## src/rtl/block_write_defines.vh

```
`ifndef BLOCK_WRITE_DEFINES_VH
`define BLOCK_WRITE_DEFINES_VH
// local ram layout
`define TABLE_AREA_BYTES   12'h200
`define LOCAL_RAM_BYTES    12'he00
`define TABLE_BYTES_PER_CH 12'h020
// channel control opcodes
`define CMD_START_IO       3'h1
`define CMD_STOP_IO        3'h2
`define CMD_BLOCK_WRITE    3'h3
`define CMD_BLOCK_READ     3'h4
// control word format carrying the block mode select
`define CTRL_FORMAT_BLOCK  2'h2
// status byte values written back into the control block
`define STATUS_OK          8'h80
`define STATUS_BAD_ADDR    8'hc0
`endif

```

## src/rtl/pair_buffer.v

```verilog
`timescale 1ns/1ps
`include "block_write_defines.vh"
module pair_buffer #(
   parameter WIDTH = 8
) (
   input  wire             core_clk,
   input  wire             nrst,
   input  wire [WIDTH-1:0] in_data,
   input  wire             in_valid,
   output wire             in_ready,
   output wire [WIDTH-1:0] out_data,
   output wire             out_valid,
   input  wire             out_ready
);
   reg [WIDTH-1:0] slot_reg [0:1];
   reg             rd_ptr_reg;
   reg             wr_ptr_reg;
   reg [1:0]       count_reg;
   wire            push;
   wire            pop;

   assign in_ready  = (count_reg != 2'h2);
   assign out_valid = (count_reg != 2'h0);
   assign out_data  = slot_reg[rd_ptr_reg];
   assign push      = in_valid & in_ready;
   assign pop       = out_valid & out_ready;

   // two-slot ring with count
   always @(posedge core_clk or negedge nrst) begin
      if (!nrst) begin
         rd_ptr_reg <= 1'b0;
         wr_ptr_reg <= 1'b0;
         count_reg  <= 2'h0;
         slot_reg[0] <= {WIDTH{1'b0}};
         slot_reg[1] <= {WIDTH{1'b0}};
      end else begin
         if (push) begin
            slot_reg[wr_ptr_reg] <= in_data;
            wr_ptr_reg <= ~wr_ptr_reg;
         end
         if (pop)
            rd_ptr_reg <= ~rd_ptr_reg;
         count_reg <= count_reg + {1'b0, push} - {1'b0, pop};
      end
   end
endmodule

```

## src/rtl/block_write_engine.v

```verilog
`timescale 1ns/1ps
`include "block_write_defines.vh"
// Behaviour
// - one control block, channel idle meanwhile
// - completion returns channel to stopped
// - interrupt at assigned level, none if unset
// - no initialisation, other channels keep running
// - any stopped adapter-equipped transmit channel with a loaded block accepted
// - destination anywhere in table or program area
// - table 512 bytes, total 3584 bytes
// - block read over receive channel supported
// - ram address increments per byte written
// - status and final ram address written to bytes zero and one at the loaded memory address
module block_write_engine #(
   parameter CH_BITS   = 4,
   parameter MEM_AW    = 24,
   parameter LEVEL_W   = 6
) (
   input  wire                  core_clk,
   input  wire                  nrst,
   // host instruction port
   input  wire                  cmd_valid,
   input  wire [2:0]            cmd_op,
   input  wire [CH_BITS-1:0]    cmd_chan,
   input  wire                  cmd_is_tx,
   input  wire [MEM_AW-1:0]     cmd_mem_addr,
   input  wire [15:0]           cmd_range,
   input  wire                  cmd_addr_load,
   input  wire                  cmd_ctrl_load,
   input  wire [1:0]            cmd_ctrl_format,
   input  wire [11:0]           cmd_ram_addr,
   input  wire [(1<<CH_BITS)-1:0] adapter_present,
   input  wire [(1<<CH_BITS)-1:0] chan_stopped,
   input  wire [(1<<CH_BITS)*LEVEL_W-1:0] chan_level,
   output reg                   cmd_ack,
   output reg                   cmd_reject,
   // main memory read port
   output reg                   mem_req,
   output reg  [MEM_AW-1:0]     mem_addr,
   input  wire                  mem_gnt,
   input  wire                  mem_rvalid,
   input  wire [7:0]            mem_rdata,
   // main memory write port for block read and status
   output reg                   mem_wr,
   output reg  [MEM_AW-1:0]     mem_wr_addr,
   output reg  [7:0]            mem_wdata,
   input  wire                  mem_wr_ack,
   // local ram port
   output reg                   ram_we,
   output reg                   ram_re,
   output reg  [11:0]           ram_addr,
   output reg  [7:0]            ram_wdata,
   input  wire [7:0]            ram_rdata,
   // channel control
   output reg                   busy,
   output reg  [CH_BITS-1:0]    busy_chan,
   output reg                   stop_pulse,
   output reg  [CH_BITS-1:0]    stop_chan,
   output reg                   irq_pulse,
   output reg  [LEVEL_W-1:0]    irq_level
);
   localparam S_IDLE  = 3'h0;
   localparam S_FETCH = 3'h1;
   localparam S_WAIT  = 3'h2;
   localparam S_RDRAM = 3'h3;
   localparam S_PUSH  = 3'h4;
   localparam S_DRAIN = 3'h5;
   localparam S_STAT6 = 3'h6;
   localparam S_STAT7 = 3'h7;

   reg [2:0]          state_reg;
   reg                is_read_reg;
   reg [MEM_AW-1:0]   ccb_mem_reg;
   reg [15:0]         ccb_range_reg;
   reg [11:0]         ccb_ram_reg;
   reg                ccb_ready_reg;
   reg [CH_BITS-1:0]  ccb_chan_reg;
   reg [MEM_AW-1:0]   ccb_base_reg;
   reg [15:0]         issued_reg;
   reg [7:0]          status_reg;
   wire               buf_in_ready;
   wire [7:0]         buf_out_data;
   wire               buf_out_valid;
   wire               buf_out_ready;
   wire               buf_in_valid;
   wire [7:0]         buf_in_data;
   wire               start_ok;
   wire               addr_ok;

   // destination bound, any byte of table or program area
   assign addr_ok = (cmd_ram_addr < `LOCAL_RAM_BYTES);
   // start accepted on any stopped adapter-equipped channel with a loaded block
   assign start_ok = adapter_present[cmd_chan] & chan_stopped[cmd_chan]
                   & ccb_ready_reg & (ccb_chan_reg == cmd_chan);

   // data words pass through the two-entry buffer
   assign buf_in_valid  = is_read_reg ? (state_reg == S_PUSH) : mem_rvalid; // ram data one cycle late
   assign buf_in_data   = is_read_reg ? ram_rdata : mem_rdata;
   assign buf_out_ready = is_read_reg ? ~mem_wr | mem_wr_ack : 1'b1;

   pair_buffer #(.WIDTH(8)) u_buf (
      .core_clk  (core_clk),
      .nrst      (nrst),
      .in_data   (buf_in_data),
      .in_valid  (buf_in_valid),
      .in_ready  (buf_in_ready),
      .out_data  (buf_out_data),
      .out_valid (buf_out_valid),
      .out_ready (buf_out_ready)
   );

   // main control sequence
   always @(posedge core_clk or negedge nrst) begin
      if (!nrst) begin
         state_reg     <= S_IDLE;
         is_read_reg   <= 1'b0;
         ccb_mem_reg   <= {MEM_AW{1'b0}};
         ccb_base_reg  <= {MEM_AW{1'b0}};
         ccb_range_reg <= 16'h0000;
         ccb_ram_reg   <= 12'h000;
         ccb_ready_reg <= 1'b0;
         ccb_chan_reg  <= {CH_BITS{1'b0}};
         issued_reg    <= 16'h0000;
         status_reg    <= 8'h00;
         cmd_ack       <= 1'b0;
         cmd_reject    <= 1'b0;
         mem_req       <= 1'b0;
         mem_addr      <= {MEM_AW{1'b0}};
         mem_wr        <= 1'b0;
         mem_wr_addr   <= {MEM_AW{1'b0}};
         mem_wdata     <= 8'h00;
         ram_we        <= 1'b0;
         ram_re        <= 1'b0;
         ram_addr      <= 12'h000;
         ram_wdata     <= 8'h00;
         busy          <= 1'b0;
         busy_chan     <= {CH_BITS{1'b0}};
         stop_pulse    <= 1'b0;
         stop_chan     <= {CH_BITS{1'b0}};
         irq_pulse     <= 1'b0;
         irq_level     <= {LEVEL_W{1'b0}};
      end else begin
         cmd_ack    <= 1'b0;
         cmd_reject <= 1'b0;
         ram_we     <= 1'b0;
         ram_re     <= 1'b0;
         stop_pulse <= 1'b0;
         irq_pulse  <= 1'b0;
         if (mem_wr & mem_wr_ack)
            mem_wr <= 1'b0;
         case (state_reg)
            S_IDLE: begin
               if (cmd_valid) begin
                  cmd_ack <= 1'b1;
                  if (cmd_addr_load) begin
                     ccb_mem_reg   <= cmd_mem_addr;
                     ccb_base_reg  <= cmd_mem_addr;
                     ccb_range_reg <= cmd_range;
                     ccb_chan_reg  <= cmd_chan;
                     ccb_ready_reg <= 1'b0;
                  end else if (cmd_ctrl_load) begin
                     ccb_ram_reg   <= cmd_ram_addr;
                     ccb_ready_reg <= (cmd_ctrl_format == `CTRL_FORMAT_BLOCK) & addr_ok;
                  end else if (cmd_op == `CMD_BLOCK_WRITE && cmd_is_tx && start_ok) begin
                     // one control block used, channel idle
                     ccb_ready_reg <= 1'b0;
                     is_read_reg   <= 1'b0;
                     busy          <= 1'b1;
                     busy_chan     <= cmd_chan;
                     issued_reg    <= 16'h0000;
                     status_reg    <= `STATUS_OK;
                     state_reg     <= S_FETCH;
                  end else if (cmd_op == `CMD_BLOCK_READ && !cmd_is_tx && start_ok) begin
                     ccb_ready_reg <= 1'b0;
                     is_read_reg   <= 1'b1;
                     busy          <= 1'b1;
                     busy_chan     <= cmd_chan;
                     status_reg    <= `STATUS_OK;
                     state_reg     <= S_RDRAM;
                  end else if (cmd_op == `CMD_BLOCK_WRITE || cmd_op == `CMD_BLOCK_READ) begin
                     cmd_ack    <= 1'b0;
                     cmd_reject <= 1'b1;
                  end
               end
            end
            S_FETCH: begin
               // request source bytes while range remains
               if (issued_reg == ccb_range_reg) begin
                  state_reg <= S_DRAIN;
               end else if (buf_in_ready) begin
                  mem_req   <= 1'b1;
                  mem_addr  <= ccb_mem_reg;
                  state_reg <= S_WAIT;
               end
            end
            S_WAIT: begin
               if (mem_gnt) begin
                  mem_req     <= 1'b0;
                  ccb_mem_reg <= ccb_mem_reg + {{(MEM_AW-1){1'b0}}, 1'b1};
                  issued_reg  <= issued_reg + 16'h0001;
                  state_reg   <= S_FETCH;
               end
            end
            S_RDRAM: begin
               // block read: local ram to main memory
               if (ccb_range_reg == 16'h0000) begin
                  state_reg <= S_DRAIN;
               end else if (buf_in_ready) begin
                  ram_re        <= 1'b1;
                  ram_addr      <= ccb_ram_reg;
                  ccb_ram_reg   <= ccb_ram_reg + 12'h001;
                  ccb_range_reg <= ccb_range_reg - 16'h0001;
                  state_reg     <= S_PUSH;
               end
            end
            S_PUSH: begin
               state_reg <= S_RDRAM;
            end
            S_DRAIN: begin
               if (!buf_out_valid && !mem_wr && !mem_req) begin
                  mem_wr      <= 1'b1;
                  mem_wr_addr <= ccb_base_reg;
                  mem_wdata   <= status_reg;
                  state_reg   <= S_STAT6;
               end
            end
            S_STAT6: begin
               if (mem_wr_ack) begin
                  mem_wr      <= 1'b1;
                  mem_wr_addr <= ccb_base_reg + {{(MEM_AW-1){1'b0}}, 1'b1};
                  mem_wdata   <= ccb_ram_reg[7:0];
                  state_reg   <= S_STAT7;
               end
            end
            S_STAT7: begin
               if (mem_wr & mem_wr_ack) begin
                  // back to stopped, interrupt only when level set
                  busy       <= 1'b0;
                  stop_pulse <= 1'b1;
                  stop_chan  <= busy_chan;
                  irq_level  <= chan_level[busy_chan*LEVEL_W +: LEVEL_W];
                  irq_pulse  <= |chan_level[busy_chan*LEVEL_W +: LEVEL_W];
                  state_reg  <= S_IDLE;
               end
            end
            default: state_reg <= S_IDLE;
         endcase
         // write side: buffer output to local ram, address steps per byte
         if (!is_read_reg && buf_out_valid && busy) begin
            ccb_ram_reg <= ccb_ram_reg + 12'h001;
            if (ccb_ram_reg < `LOCAL_RAM_BYTES) begin
               ram_we    <= 1'b1;
               ram_addr  <= ccb_ram_reg;
               ram_wdata <= buf_out_data;
            end else begin
               // past the program area: byte dropped, flagged in status
               status_reg <= `STATUS_BAD_ADDR;
            end
         end
         // read side: buffer output to main memory
         if (is_read_reg && buf_out_valid && buf_out_ready && busy) begin
            mem_wr      <= 1'b1;
            mem_wr_addr <= ccb_mem_reg;
            mem_wdata   <= buf_out_data;
            ccb_mem_reg <= ccb_mem_reg + {{(MEM_AW-1){1'b0}}, 1'b1};
         end
      end
   end
endmodule

```

## config.mk

```make
export PLATFORM = sky130hd
export DESIGN_NAME = block_write_engine
export DESIGN_NICKNAME = d
export VERILOG_FILES = /design/src/rtl/pair_buffer.v /design/src/rtl/block_write_engine.v
export VERILOG_INCLUDE_DIRS = /design/src /design/src/rtl
export SDC_FILE = /design/constraint.sdc
export NUM_CORES = 1
export LEC_CHECK = 0
export BUFFER_PORTS_ARGS = -buffer_cell sky130_fd_sc_hd__buf_2
export CAP_MARGIN = 10
export CORE_MARGIN = 2
export CORE_UTILIZATION = 46
export CTS_CLUSTER_DIAMETER = 30
export DETAILED_ROUTE_END_ITERATION = 8
export PLACE_DENSITY = 0.71
export SLEW_MARGIN = 20
export SYNTH_ARGS = -nofsm -noshare
export SYNTH_HDL_FRONTEND = slang
export SYNTH_SLANG_ARGS = --single-unit
```

## constraint.sdc

```tcl
create_clock -name core_clk -period 4.1 [get_ports core_clk]
set_clock_uncertainty 0.05 [all_clocks]
set_input_delay 0.82 -clock core_clk [delete_from_list [all_inputs] [get_ports core_clk]]
set_output_delay 0.82 -clock core_clk [all_outputs]
set_load 0.01 [all_outputs]
```

==> impl_metrics.ini <==
[synth]
ys_ff_latch = 228
syn_nets = 1478
synth_edf_count = 0
synth.distinct_cells = 72
ys.flop_type = dfrtp_1
ys_async_sr_fraction_pct = 100
synthCells = 1257
synth_area_sq_um = 12500
yosys_warnings = 0
syn_area_per_cell_sq_um = 9.97
seq_area_frac_synth_pct = 45.5

[timing]
worstMarginPinSlew_ns = 1.02
slew_headroom_pct = 31.8
rsz0062_at_grt = false
tns_ns = 0
setup_viol = 0
final_max_slew_viol_count = 0
period_share_pct = 72.4
post-route-min-period_ns = 2.97
max_freq_ghz = 0.337
hold_viol = 0

[placed_design]
place_hpwl_um = 27500
gp_congestion = 0.897
placed_cells = 1861
dpl_cell_area_sq_um = 14500
io_buffers = 312

[status]
status = finished clean

[clock_network]
cts_tree = done
h-tree-depth = 2
cts_hold_buffers = 0
cts_buffers = 48
clk_pin_slew_worst_paths_ns = 0.05
root_buffer = clkbuf_16
worstSkewPairLatency_ns = 0.54
cts_resized = 0
clock-sinks = 228
post_cts_buffers = 0
clockBufferDepth = 3

[cells_and_area]
layout-drive-gt1-share_pct = 34.2
multi_input_area_sq_um = 6460
syn_to_final_growth_pct = 29.2
instances_no_fill = 1957
fin_area_sq_um = 16200
fillers = 2294
final_nets = 1791
regArea_sq_um = 5710

[power_and_ir_drop]
ir_drop_mv = 0.314
leakagePower_nw = 7.52
p_total_mw = 7.50
power_density_nw_per_um2 = 463

[floorplanning]
initial_core_util_pct = 46.6
coreArea_sq_um = 26900
dieArea_sq_um = 28600
row_count = 60
fp.dieW_um = 169
die_h_um = 169
io-pin-count = 313

[global_route]
grt_max_degree = 88
grt_pass1_wl_um = 60500
gr-usage-all-layers_pct = 26.5
antenna_found_initial = 7
grt-ovfl-total = 0
grt_pass1_vias = 11060

[worst_setup_path]
cp_data_required_time_ns = 4.50
cp_data_arrival_time_ns = 3.37
path_class = reg -> reg
start_kind = flop
cp-end-kind = flop
crit_fanout = 19

[drt]
vias_per_cell = 5.82
drt_iter0_drc = 859
drt-total-wl_um = 38200
firstDrtPassIters = 6
drt_drc_violations_left = 0
vias = 11397
drt-wirelength-per-cell_um = 19.5
antenna_left = 0

[flow_run]
cap_violations = 0

[min_path]
hold_path.class = in -> async
-- worst paths after layout --
kind	from	endpoint	slack (ns)	depth (start not counted)
setup / recovery	state_reg[2]	issued_reg[5]	1.13	6
hold / removal	nrst	ccb_range_reg[8]	0.22	1
setup reg to reg	state_reg[2]	issued_reg[5]	1.13	6
hold reg to reg	u_buf.slot_reg[1]	u_buf.slot_reg[1]	0.43	2
max in group asynchronous	nrst	mem_addr[16]	2.97	2
min in group core_clk	u_buf.slot_reg[1]	u_buf.slot_reg[1]	0.43	2
-- layout make-up --
class / instances / area share [%]
Multi-Input combinational cell: 935 / 39.9
Sequential cell: 228 / 35.2
Antenna cell: 6 / 0.0927
Inverter: 20 / 0.464
Clock buffer: 60 / 8.26
Clock inverter: 30 / 2.39
Tap cell: 341 / 2.63
Timing Repair Buffer: 337 / 11.0
-- stage by stage --
step	worst slack, ns	hold slack, ns	util [%]
global placement	0.988	0.410	53.8
floorplan	1.26	0.384	-
detailed placement	0.916	0.419	53.8
global route	0.947	0.287	60.2
finish	1.13	0.216	60.3
CTS	1.16	0.253	60.2
-- logic make-up (layout without fill, tap and decap cells) --
| family | after synthesis | after routing | share of synthesized area [%] |
|---|---|---|---|
| adder cells (fa/ha/maj) | 7 | 7 | 0.699 |
| AO/OA/AOI/OAI | 310 | 310 | 14.9 |
| XOR/XNOR | 46 | 46 | 3.21 |
| other | 0 | 6 | 0 |
| buffers and inverters | 94 | 447 | 3.09 |
| AND/OR/NAND/NOR | 428 | 428 | 17.6 |
| flip-flops | 228 | 228 | 45.5 |
| multiplexers | 144 | 144 | 14.9 |
-- cell usage after synthesis, drive strengths merged, types with 12 or more instances --
| cell type | count | area share, % |
|---|---|---|
| mux2i | 36 | 2.9 |
| nor4 | 17 | 1.1 |
| clkbuf | 47 | 1.4 |
| mux2 | 82 | 7.4 |
| nand4 | 24 | 1.2 |
| inv | 20 | 0.60 |
| mux4 | 26 | 4.7 |
| nor3 | 24 | 1.0 |
| and2 | 16 | 0.80 |
| o21ai | 102 | 4.1 |
| and3 | 14 | 0.70 |
| dfrtp | 228 | 46 |
| xnor2 | 21 | 1.5 |
| buf | 27 | 1.1 |
| nor2 | 104 | 3.1 |
| o22ai | 14 | 0.70 |
| xor2 | 25 | 1.7 |
| nand2 | 109 | 3.3 |
| o211ai | 20 | 1.2 |
| nand3 | 58 | 2.3 |
| a22oi | 17 | 1.0 |
| a21oi | 91 | 3.6 |
| a21o | 12 | 0.72 |
-- worst max-delay path: stages (launching register included) --
cell and delay [ns]:
dfrtp_1 0.63, nor4b_4 0.46, nand2_2 0.14, or4b_4 0.52, nor4_4 0.53, mux2_2 0.40
nor3_1 0.16
-- placed cells by master, fill, tap and decap left out, drive strengths merged, types with 14 or more instances in the layout --
| master | synthesis | routed |
|---|---|---|
| buf | 27 | 337 |
| dfrtp | 228 | 228 |
| nand2 | 109 | 109 |
| nor2 | 104 | 104 |
| o21ai | 102 | 102 |
| a21oi | 91 | 91 |
| mux2 | 82 | 82 |
| clkbuf | 47 | 60 |
| nand3 | 58 | 58 |
| mux2i | 36 | 36 |
| inv | 20 | 27 |
| mux4 | 26 | 26 |
| xor2 | 25 | 25 |
| nand4 | 24 | 24 |
| nor3 | 24 | 24 |
| xnor2 | 21 | 21 |
| o211ai | 20 | 20 |
| a22oi | 17 | 17 |
| nor4 | 17 | 17 |
| and2 | 16 | 16 |
| o22ai | 14 | 14 |
| and3 | 14 | 14 |
-- where the power goes --
group	switching (mW)	internal (mW)
logic	0.381	0.376
clock network	1.31	2.77
registers	0.245	2.43
-- routing by layer --
layer  GRT usage [%]  vias up  wire length [um]
met5               0        -                27
met4            7.92        4               938
met3            6.50       80              3060
met2            41.8      454             17400
met1            36.5     5556             16800
li1                -     5303                 -
(Power assumes the default switching activity.)
